File: config.mk
export PLATFORM = sky130hd
export DESIGN_NAME = mtc_core
export DESIGN_NICKNAME = d
export VERILOG_FILES = /design/src/hw/mtc_pkg.sv /design/src/hw/mtc_core.sv
export SDC_FILE = /design/constraint.sdc
export NUM_CORES = 1
export LEC_CHECK = 0
export BUFFER_PORTS_ARGS = -buffer_cell sky130_fd_sc_hd__buf_2
export CELL_PAD_IN_SITES_DETAIL_PLACEMENT = 0
export CELL_PAD_IN_SITES_GLOBAL_PLACEMENT = 1
export CORE_MARGIN = 3
export CORE_UTILIZATION = 48
export DETAILED_ROUTE_END_ITERATION = 12
export PLACE_DENSITY = 0.94
export SETUP_SLACK_MARGIN = 0.02
export SLEW_MARGIN = 10
export SYNTH_ARGS = -nofsm -noshare
export SYNTH_HDL_FRONTEND = slang
export SYNTH_SLANG_ARGS = --single-unit
File: constraint.sdc
create_clock -name CORE_CLK -period 5.65 [get_ports CORE_CLK]
set_input_delay 0.2825 -clock CORE_CLK [delete_from_list [all_inputs] [get_ports CORE_CLK]]
set_output_delay 0.2825 -clock CORE_CLK [all_outputs]
set_load 0.05 [all_outputs]
File: src/hw/mtc_pkg.sv
package mtc_pkg;

    // ------------------------------------------------------------
    // Register map (byte-wide registers, one index each)
    // ------------------------------------------------------------
    localparam int          ADDR_W           = 3;
    localparam logic [2:0]  OFS_STATUS_CTRL  = 3'h0;
    localparam logic [2:0]  OFS_COUNT_HIGH   = 3'h1;
    localparam logic [2:0]  OFS_COUNT_LOW    = 3'h2;
    localparam logic [2:0]  OFS_MODULO_HIGH  = 3'h3;
    localparam logic [2:0]  OFS_MODULO_LOW   = 3'h4;
    localparam logic [2:0]  OFS_CHANNEL      = 3'h5;

    // ------------------------------------------------------------
    // Status/control field positions
    // ------------------------------------------------------------
    localparam int          BIT_WRAP_FLAG    = 7;
    localparam int          BIT_WRAP_IE      = 6;
    localparam int          BIT_HALT         = 5;
    localparam int          BIT_CNT_RESET    = 4;
    localparam int          SEL_LSB          = 0;
    localparam int          SEL_W            = 3;
    localparam int          CH_FLAG_LSB      = 0;
    localparam int          CH_IE_LSB        = 4;
    localparam int          NUM_CH           = 4;

    // ------------------------------------------------------------
    // Reset values and codes
    // ------------------------------------------------------------
    localparam logic [2:0]  SEL_RESET        = 3'h0;
    localparam logic [2:0]  SEL_EXT_CLOCK    = 3'h7;
    localparam logic [15:0] MODULO_RESET     = 16'hFFFF;
    localparam logic [15:0] COUNT_RESET      = 16'h0000;
    localparam logic [7:0]  READ_ZERO        = 8'h00;
    localparam int          PRE_W            = 6;

    typedef struct packed {
        logic [15:0]       count;
        logic [15:0]       modulo;
        logic [PRE_W-1:0]  pre;
        logic              wrap_flag;
        logic              wrap_arm;
        logic              wrap_irq_enable;
        logic              count_halt;
        logic [SEL_W-1:0]  clock_divider_select;
        logic              modulo_pending;
        logic [7:0]        held_low;
        logic              held_valid;
        logic [NUM_CH-1:0] channel_event_flags;
        logic [NUM_CH-1:0] channel_arm;
        logic [NUM_CH-1:0] channel_irq_enable;
        logic [2:0]        ext_sync;
        logic [7:0]        rdata;
    } mtc_state_type;

endpackage : mtc_pkg

File: src/hw/mtc_core.sv
// The register addresses and the plain strobed port were chosen for this implementation.
`timescale 1ns/10ps
module mtc_core
    import mtc_pkg::*;
(
    input  wire logic              CORE_CLK,
    input  wire logic              RST_N,
    input  wire logic [ADDR_W-1:0] ADDR,
    input  wire logic [7:0]        WDATA,
    input  wire logic              WR,
    input  wire logic              RD,
    output logic      [7:0]        RDATA,
    input  wire logic              WAIT_MODE,
    input  wire logic              STOP_MODE,
    input  wire logic              BREAK_ACTIVE,
    input  wire logic              BREAK_CLEAR_ALLOW,
    input  wire logic [NUM_CH-1:0] CH_EVENT,
    input  wire logic              EXT_CLK_PIN_IN,
    input  wire logic              PORT_DIR_BIT,
    input  wire logic              PORT_DATA_OUT,
    output logic                   EXT_CLK_PIN_OUT,
    output logic                   EXT_CLK_PIN_OE,
    output logic                   IRQ,
    output logic                   WAKE_REQ
);

    // ------------------------------------------------------------
    // State
    // ------------------------------------------------------------
    mtc_state_type s_q;
    mtc_state_type s_d;

    logic          acc_ok;
    logic          clr_ok;
    logic          wr_stat;
    logic          rd_stat;
    logic          cnt_reset;
    logic          run;
    logic          ext_sel;
    logic          ext_edge;
    logic          tick;
    logic          match;
    logic          wrap_set;
    logic [7:0]    rd_val;

    // Mask of prescaler bits that must all be one for a tick at a given division
    function automatic logic [PRE_W-1:0] div_mask(input logic [SEL_W-1:0] sel);
        div_mask = PRE_W'((7'h01 << sel) - 7'h01);
    endfunction : div_mask

    // ------------------------------------------------------------
    // Access qualifiers and counter clocking
    // ------------------------------------------------------------
    assign acc_ok    = ~WAIT_MODE;
    assign clr_ok    = ~BREAK_ACTIVE | BREAK_CLEAR_ALLOW;
    assign wr_stat   = WR & acc_ok & (ADDR == OFS_STATUS_CTRL);
    assign rd_stat   = RD & acc_ok & (ADDR == OFS_STATUS_CTRL);
    assign cnt_reset = wr_stat & WDATA[BIT_CNT_RESET];
    // Stop mode and break freeze prescaler and counter without touching contents
    assign run       = ~s_q.count_halt & ~STOP_MODE & ~BREAK_ACTIVE;
    assign ext_sel   = (s_q.clock_divider_select == SEL_EXT_CLOCK);
    // Edge taken between second and third stage so the first stage feeds nothing else
    assign ext_edge  = s_q.ext_sync[1] & ~s_q.ext_sync[2];
    assign tick      = run & (ext_sel ? ext_edge
                                      : ((s_q.pre & div_mask(s_q.clock_divider_select))
                                         == div_mask(s_q.clock_divider_select)));
    assign match     = (s_q.count == s_q.modulo);
    assign wrap_set  = tick & match & ~cnt_reset & ~s_q.modulo_pending;

    // ------------------------------------------------------------
    // Pins and interrupt
    // ------------------------------------------------------------
    assign EXT_CLK_PIN_OUT = PORT_DATA_OUT;
    assign EXT_CLK_PIN_OE  = PORT_DIR_BIT & ~ext_sel;
    assign IRQ      = (s_q.wrap_flag & s_q.wrap_irq_enable)
                    | (|(s_q.channel_event_flags & s_q.channel_irq_enable));
    assign WAKE_REQ = IRQ & WAIT_MODE;
    assign RDATA    = s_q.rdata;

    // ------------------------------------------------------------
    // Next state
    // ------------------------------------------------------------
    always_comb begin
        s_d       = s_q;
        rd_val    = READ_ZERO;
        s_d.ext_sync = {s_q.ext_sync[1:0], EXT_CLK_PIN_IN};

        // Prescaler runs only with the counter so a halted count restarts in phase
        if (run) begin
            s_d.pre = PRE_W'(s_q.pre + PRE_W'(1));
        end
        if (tick) begin
            s_d.count = match ? COUNT_RESET : 16'(s_q.count + 16'h0001);
        end

        // Counter reset wins over a tick in the same cycle
        if (cnt_reset) begin
            s_d.count = COUNT_RESET;
            s_d.pre   = '0;
        end

        // Wrap flag: two-step clear, a new wrap cancels any pending clear
        if (rd_stat && s_q.wrap_flag && clr_ok) begin
            s_d.wrap_arm = 1'b1;
        end
        if (wr_stat) begin
            s_d.wrap_irq_enable      = WDATA[BIT_WRAP_IE];
            s_d.count_halt           = WDATA[BIT_HALT];
            s_d.clock_divider_select = WDATA[SEL_LSB +: SEL_W];
            if (!WDATA[BIT_WRAP_FLAG] && s_q.wrap_arm && clr_ok) begin
                s_d.wrap_flag = 1'b0;
                s_d.wrap_arm  = 1'b0;
            end
        end
        if (wrap_set) begin
            s_d.wrap_flag = 1'b1;
            s_d.wrap_arm  = 1'b0;
        end

        // Modulo writes; the high byte arms suppression until the low byte lands
        if (WR && acc_ok && ADDR == OFS_MODULO_HIGH) begin
            s_d.modulo[15:8]   = WDATA;
            s_d.modulo_pending = 1'b1;
        end
        if (WR && acc_ok && ADDR == OFS_MODULO_LOW) begin
            s_d.modulo[7:0]    = WDATA;
            s_d.modulo_pending = 1'b0;
        end

        // Channel flags, same two-step clear as the wrap flag
        for (int i = 0; i < NUM_CH; i++) begin
            if (RD && acc_ok && ADDR == OFS_CHANNEL && s_q.channel_event_flags[i] && clr_ok) begin
                s_d.channel_arm[i] = 1'b1;
            end
            if (WR && acc_ok && ADDR == OFS_CHANNEL) begin
                s_d.channel_irq_enable[i] = WDATA[CH_IE_LSB + i];
                if (!WDATA[CH_FLAG_LSB + i] && s_q.channel_arm[i] && clr_ok) begin
                    s_d.channel_event_flags[i] = 1'b0;
                    s_d.channel_arm[i]         = 1'b0;
                end
            end
            if (CH_EVENT[i]) begin
                s_d.channel_event_flags[i] = 1'b1;
                s_d.channel_arm[i]         = 1'b0;
            end
        end

        // Read mux and the low-byte holding latch
        if (RD && acc_ok) begin
            unique case (ADDR)
                OFS_STATUS_CTRL: begin
                    rd_val = {s_q.wrap_flag, s_q.wrap_irq_enable, s_q.count_halt, 2'b00,
                              s_q.clock_divider_select};
                end
                OFS_COUNT_HIGH: begin
                    rd_val = s_q.count[15:8];
                    if (!s_q.held_valid) begin
                        s_d.held_low   = s_q.count[7:0];
                        s_d.held_valid = 1'b1;
                    end
                end
                OFS_COUNT_LOW: begin
                    rd_val         = s_q.held_valid ? s_q.held_low : s_q.count[7:0];
                    s_d.held_valid = 1'b0;
                end
                OFS_MODULO_HIGH: begin
                    rd_val = s_q.modulo[15:8];
                end
                OFS_MODULO_LOW: begin
                    rd_val = s_q.modulo[7:0];
                end
                OFS_CHANNEL: begin
                    rd_val = {s_q.channel_irq_enable, s_q.channel_event_flags};
                end
                default: begin
                    rd_val = READ_ZERO;
                end
            endcase
        end
        s_d.rdata = rd_val;
    end

    // ------------------------------------------------------------
    // Registers
    // ------------------------------------------------------------
    always_ff @(posedge CORE_CLK) begin
        if (!RST_N) begin
            s_q.count                <= COUNT_RESET;
            s_q.modulo               <= MODULO_RESET;
            s_q.pre                  <= '0;
            s_q.wrap_flag            <= 1'b0;
            s_q.wrap_arm             <= 1'b0;
            s_q.wrap_irq_enable      <= 1'b0;
            s_q.count_halt           <= 1'b1;
            s_q.clock_divider_select <= SEL_RESET;
            s_q.modulo_pending       <= 1'b0;
            s_q.held_low             <= READ_ZERO;
            s_q.held_valid           <= 1'b0;
            s_q.channel_event_flags  <= '0;
            s_q.channel_arm          <= '0;
            s_q.channel_irq_enable   <= '0;
            s_q.ext_sync             <= '0;
            s_q.rdata                <= READ_ZERO;
        end else begin
            s_q <= s_d;
        end
    end

    // ------------------------------------------------------------
    // Channel flags
    // ------------------------------------------------------------
    // One checker set per channel; a flag stands until its channel register is written
    for (genvar g = 0; g < NUM_CH; g++) begin : gen_chan_chk

    end
endmodule : mtc_core

**Word level (Yosys, flattened, before mapping)**

Cells that the tools add are included.

- Add/sub/neg operators: 3
- Bitwise operators: 29
- Multipliers: 0
- Divide/modulo/power cells: 0
- Reduce and logical (&&, ||, !) cells: 59
- $lt $le $gt $ge: 0
- Eq/ne operators: 8
- Multiplexer cells: 33
- Shifts and indexed selects: 1

Operators by type and width:

| operator | number |
|---|---|
| 8-bit case mux with 6 select lines | 1 |
| 1-bit logical AND | 26 |
| 1-bit two-way mux | 26 |
| 2-bit nonzero test | 11 |
| 16-bit by 1-bit adder with 16-bit output (second input constant) | 1 |
| 16-bit == test | 1 |
| 16-bit two-way mux | 1 |
| 1-bit AND | 15 |
| 2-bit AND reduction | 7 |
| 2-bit OR reduction | 7 |
| 1-bit inverter | 10 |
| 3-bit == test (second input constant) | 3 |
| 8-bit two-way mux | 1 |
| 7-bit two-way mux | 1 |
| 6-bit by 1-bit adder with 6-bit output (second input constant) | 1 |
| 6-bit AND | 1 |
| 3-bit by 2-bit == test with 1-bit output (second input constant) | 2 |
| 6-bit == test | 1 |
| 1-bit by 3-bit left shift with 6-bit output (first input constant) | 1 |
| 6-bit by 1-bit subtractor with 6-bit output (second input constant) | 1 |
| 1-bit zero test | 5 |
| 4-bit AND | 1 |
| 2-bit two-way mux | 2 |
| 4-bit OR reduction | 1 |
| 5 further kinds | 6 |

- Output and inout bits: 12
- RAM bits: 0
- Memory bits (read-only): 0
- Input bits: 26
- Bits in latches: 0
- Memories kept: 0
- Bits in registers: 78
- Logic and storage cells: 156

**Depth between registers and ports, before layout**

- Word-level depth: 11
- Depth in mapped cells: 8
- Gate-level depth less buffers: 5

**Worst setup path after synthesis**

OpenSTA, ideal clock, no wires.

- Kind: register -> register
- Start point: register s_q[36] (netlist name)
- End point: register s_q[77] (netlist name)
- Path slack: 3698 ps
- Arrival time: 1881 ps
- Clock period less this slack: 1952 ps
- Stages on the path, launching flop included: 6
- Library setup time: 71 ps
- Data required time: 5579 ps
- Cell sequence: dfxtp_1 > or3_4 > or4_1 > buf_2 > or4_1 > a21oi_1

- Cells in the longest elaborated chain, start to end: 4

Ends and longest elaborated chain:

| element | line | source |
|---|---|---|
| start: declaration | mtc_core.sv:30 | `mtc_state_type s_q;` |
| 1-bit inverter | mtc_core.sv:60 | `assign run = ~s_q.count_halt & ~STOP_MODE & ~BREAK_ACTIVE;` |
| 1-bit AND (2 in series) | mtc_core.sv:60 |  |
| 1-bit AND | mtc_core.sv:64 | `assign tick = run & (ext_sel ? ext_edge` |

No other way between the ends.
A chain may end at the register's enable or synchronous reset.

**Worst setup path after layout**

- Start point: register s_q[33] (netlist name)
- End point: register s_q[64] (netlist name)

- Cells in the longest elaborated chain, start to end: 6

Ends and longest elaborated chain:

| element | line | source |
|---|---|---|
| 1-bit by 3-bit left shift with 6-bit output | mtc_core.sv:48 | `div_mask = PRE_W'((7'h01 << sel) - 7'h01);` |
| 6-bit by 1-bit subtractor with 6-bit output | mtc_core.sv:48 |  |
| 6-bit AND | mtc_core.sv:65 | `: ((s_q.pre & div_mask(s_q.clock_divider_select))` |
| 6-bit == test | mtc_core.sv:66 | `== div_mask(s_q.clock_divider_select)));` |
| 1-bit two-way mux * | mtc_core.sv:64 |  |
| 1-bit AND * | mtc_core.sv:64 |  |

Mark *: on every way between the ends. The rest lies on a longest branch, timed or not.

==> results summary <==
The run finished with clean final reports. For this run, the leading register cell type out of synthesis is sky130_fd_sc_hd__dfxtp_1. The starting density of the core is 50.2%. The CTS tree is yes.

The largest total area in the synthesized netlist belongs to sky130_fd_sc_hd__dfxtp_1. Buffers inserted during clock tree synthesis total 9. The floorplan step set the die height to 96.9 um. The final-report max-slew violation count is 0. The uppermost layer routed is met4. The tightest min-delay check is of the primary input to register type.

After detailed routing, the average wire length per cell comes to 17.4 um. The layout net count came out at 499. The DRC violations left came out at 0. Using the TritonRoute via totals, the vias-per-cell ratio works out to 6.08. The internal power of the cells is 0.872 mW.

The routed layout has 3515 vias. The period utilization came out at 43.1%. The floorplan step defined a die boundary enclosing 0.00938 sq mm.

For this block, wires on met1 add up to 4390 um. The number of enable flip-flop cells after synthesis is 0. The proportion of power drawn by flip-flops and latches came out at 49.9%. The pin count of the biggest net entering global routing came out at 53. The worst reg-to-reg path cell count came out at 6. The switching share of total power is 23.1%. Setup repair after global routing left no endpoint under its margin. Ranked by total cell area, the synthesized netlist is headed by sky130_fd_sc_hd__dfxtp_1 39%, sky130_fd_sc_hd__mux2i_1 6.8%, sky130_fd_sc_hd__nand2_1 4.5%. Buffers placed on the I/O ports in this run total 35. The number of buffers on the longest clock path is 2.

In this run the worst path has a maximum fanout of 15. The total grt overflow came out at 0. The clock-pin slew reported for the worst setup and hold paths after clock tree synthesis is 0.07 ns. The final setup violation count came out at 0. The global-route total usage across every layer is 21.9%. The final critical delay including setup and external delays came out at 2.44 ns. The synthesized netlist occupies a cell area of 0.00396 sq mm. The worst reg-to-reg setup slack is 3.21 ns.

The number of antenna violations at the first check in global routing came to 0. The analysis attributes to cell leakage a power of 1.60 nW. The cell with the most instances after synthesis is sky130_fd_sc_hd__dfxtp_1. The horizontal die dimension came out at 96.9 um. The kind of end point of the critical path is a register. The design area is 0.00435 sq mm. The worst register-to-register path ends at s_q[64]. The routed length on met2 came out at 4630 um.

The transition time of the tightest slew-check pin is 1.05 ns. The core region is 0.00789 sq mm. During synthesis, Yosys emitted a total of 0 warnings. The area growth from synthesis to layout is 9.73%. In this run, synthesis produced a sequential element count of 78.

The distinct cell type count of the synthesized netlist came out at 51. The worst setup path is launched from a register. The number of instances on the worst hold path is 2. The via count of the first global-routing pass is 3326.

After floorplanning, the core was divided into 32 placement rows. The synthesized netlist cell count is 460. The routed design uses 714 um of met3 wire. Sequential cells were found to cover 39.4% of the synthesized design area.

The worst-case headroom to the max-slew limit is 29.6%. The data arrival at the endpoint of the critical path came out at 2.62 ns. The summed negative setup slack over all endpoints is 0 ns. The final layout contains routed wiring with a total length of 10100 um.

The required time of the critical path came out at 5.83 ns. Static timing analysis puts the maximum clock frequency at 410 MHz. Gates resized during post-CTS repair numbered 0.

The first global-routing pass estimated 16800 um of wire. The violation count after the first detailed-routing iteration is 332. The critical path is of the register to register type. The relative contribution of the clock network to total power is 42.9%. The remaining antenna violation count after routing came out at 0. The final worst setup slack is 3.21 ns. The root buffer cell chosen for the clock tree is sky130_fd_sc_hd__clkbuf_8. The placed wire-length estimate after detailed placement came out at 7250 um.

The reg-to-reg startpoint is s_q[33]. The number of sinks driven by the clock tree came out at 78. For this run, the detailed router's first-pass iteration total came to 5. The maximum clock skew at final layout is 0.0106 ns. The synthesized area per cell is 8.61 sq um. The hold buffer count at cts is 0.

The latest clock arrival within the worst-skew pair is 0.35 ns. By count the netlist is led by 78 x sky130_fd_sc_hd__dfxtp_1, 47 x sky130_fd_sc_hd__nand2_1, 31 x sky130_fd_sc_hd__nand3_1. The analysis attributes to net switching a power of 0.262 mW. Post-CTS timing repair inserted 0 buffers for setup. The largest vdd supply drop is 0.161 mV.

The I/O pin count is 38. At the placement stage, the worst setup path has a slack of 3.23 ns. The share of Yosys cell area claimed by the top area cell type came out at 39.4%. The startpoint identified for the worst hold timing path is EXT_CLK_PIN_IN. The worst slack on hold paths came out at 0.134 ns. The cell area power density is 261 mW/mm^2.

The hold violation total from the final report came to 0. The share of power burned in combinational logic is 7.2%. The placed instances occupy a cell area of 0.00411 sq mm. The number of antenna diodes in the final layout is 0.

The number of nets handed over by synthesis was 488. The H-tree was split into 3 levels. The routability congestion estimate is 0.865. Of the cells placed in the final design, the portion with a size suffix greater than 1 is 14.1%. The path with the worst hold slack has its endpoint at s_d[9].

Of all flip-flops after synthesis, the portion carrying an async set or reset was 0%. Max-cap violations in this run came to 0.
[per-stage QoR]
stage          power (mW)  cells  utilization (%)
3_5_place_dp        0.659    562             52.2
5_1_grt              1.17    578             55.1
6_report             1.13    578             55.1
3_3_place_gp        0.658    562             52.2
4_1_cts              1.14    578             55.1
2_1_floorplan       0.634    460                -
[area by class of cell]
class | count | area, sq um
tap | 102 | 128
clock buffer | 13 | 169
fill | 711 | 3540
clock inverter | 3 | 65.1
timing repair buffer | 39 | 205
sequential | 78 | 1560
multi-input combinational | 337 | 2200
inverter | 6 | 22.5
[state kept, by name (all words and copies together), names as in the netlist]
| register | cells |
|---|---|
| s_d | 2 |
| RDATA | 8 |
| s_q | 68 |
[power groups by stage]
stage                     clock network, mW  logic, mW  registers (mW)
after floorplan                           0     0.0600           0.574
after global placement                    0     0.0795           0.579
after detailed placement                  0     0.0805           0.579
after CTS                             0.492     0.0807           0.566
after global routing                  0.512     0.0893           0.567
final                                 0.487     0.0812           0.566
[critical path, stage by stage, from the launching register on]
cell and delay, ns:
sky130_fd_sc_hd__dfxtp_1 0.51, sky130_fd_sc_hd__a22o_1 0.20, sky130_fd_sc_hd__a222oi_1 0.06, sky130_fd_sc_hd__buf_4 0.19, sky130_fd_sc_hd__nand2b_1 0.27, sky130_fd_sc_hd__o311ai_2 0.96
sky130_fd_sc_hd__a21oi_1 0.08
[placed cells by master (no fill, tap or decap), types with 9 or more instances in the layout]
| cell type | n |
|---|---|
| sky130_fd_sc_hd__dfxtp_1 | 78 |
| sky130_fd_sc_hd__mux2i_1 | 27 |
| sky130_fd_sc_hd__clkbuf_8 | 12 |
| sky130_fd_sc_hd__a21boi_0 | 9 |
| sky130_fd_sc_hd__or4_1 | 12 |
| sky130_fd_sc_hd__a21oi_1 | 27 |
| sky130_fd_sc_hd__o31ai_1 | 11 |
| sky130_fd_sc_hd__o21ai_0 | 20 |
| sky130_fd_sc_hd__xor2_1 | 19 |
| sky130_fd_sc_hd__nand2_1 | 47 |
| sky130_fd_sc_hd__nor2b_1 | 16 |
| sky130_fd_sc_hd__nor2_1 | 24 |
| sky130_fd_sc_hd__buf_2 | 35 |
| sky130_fd_sc_hd__nand3_1 | 31 |
[logic make-up (layout without fill, tap and decap cells)]
| family | after synthesis | in the layout | share of synthesized area (%) |
|---|---|---|---|
| adders and majority gates | 2 | 2 | 0.631 |
| DFF | 78 | 78 | 39.4 |
| xor gates and xnor gates | 20 | 20 | 4.42 |
| and+or+nand+nor | 180 | 180 | 23.9 |
| buffers and inverters | 45 | 61 | 5.30 |
| AOI/OAI and AO/OA | 100 | 100 | 16.6 |
| muxes | 35 | 35 | 9.76 |
[per-layer routing]
layer,up-vias,track usage (%)
li1,1679,-
met1,1654,29.2
met2,147,34.2
met3,35,5.12
met4,0,8.86
met5,-,0
[how the worst max path moves through the flow]
| stage | startpoint | endpoint | slack (ns) | cells past startpoint |
|---|---|---|---|---|
| floorplan | s_q[36] | s_q[77] | 3.70 | 5 |
| global placement | s_q[33] | s_q[63] | 3.29 | 6 |
| detailed placement | s_q[33] | s_q[71] | 3.23 | 6 |
| CTS | s_q[33] | s_q[64] | 3.24 | 6 |
| global route | s_q[33] | s_q[75] | 2.98 | 6 |
| finish | s_q[33] | s_q[64] | 3.21 | 6 |
No activity file was read; power rests on OpenSTA's default activity.
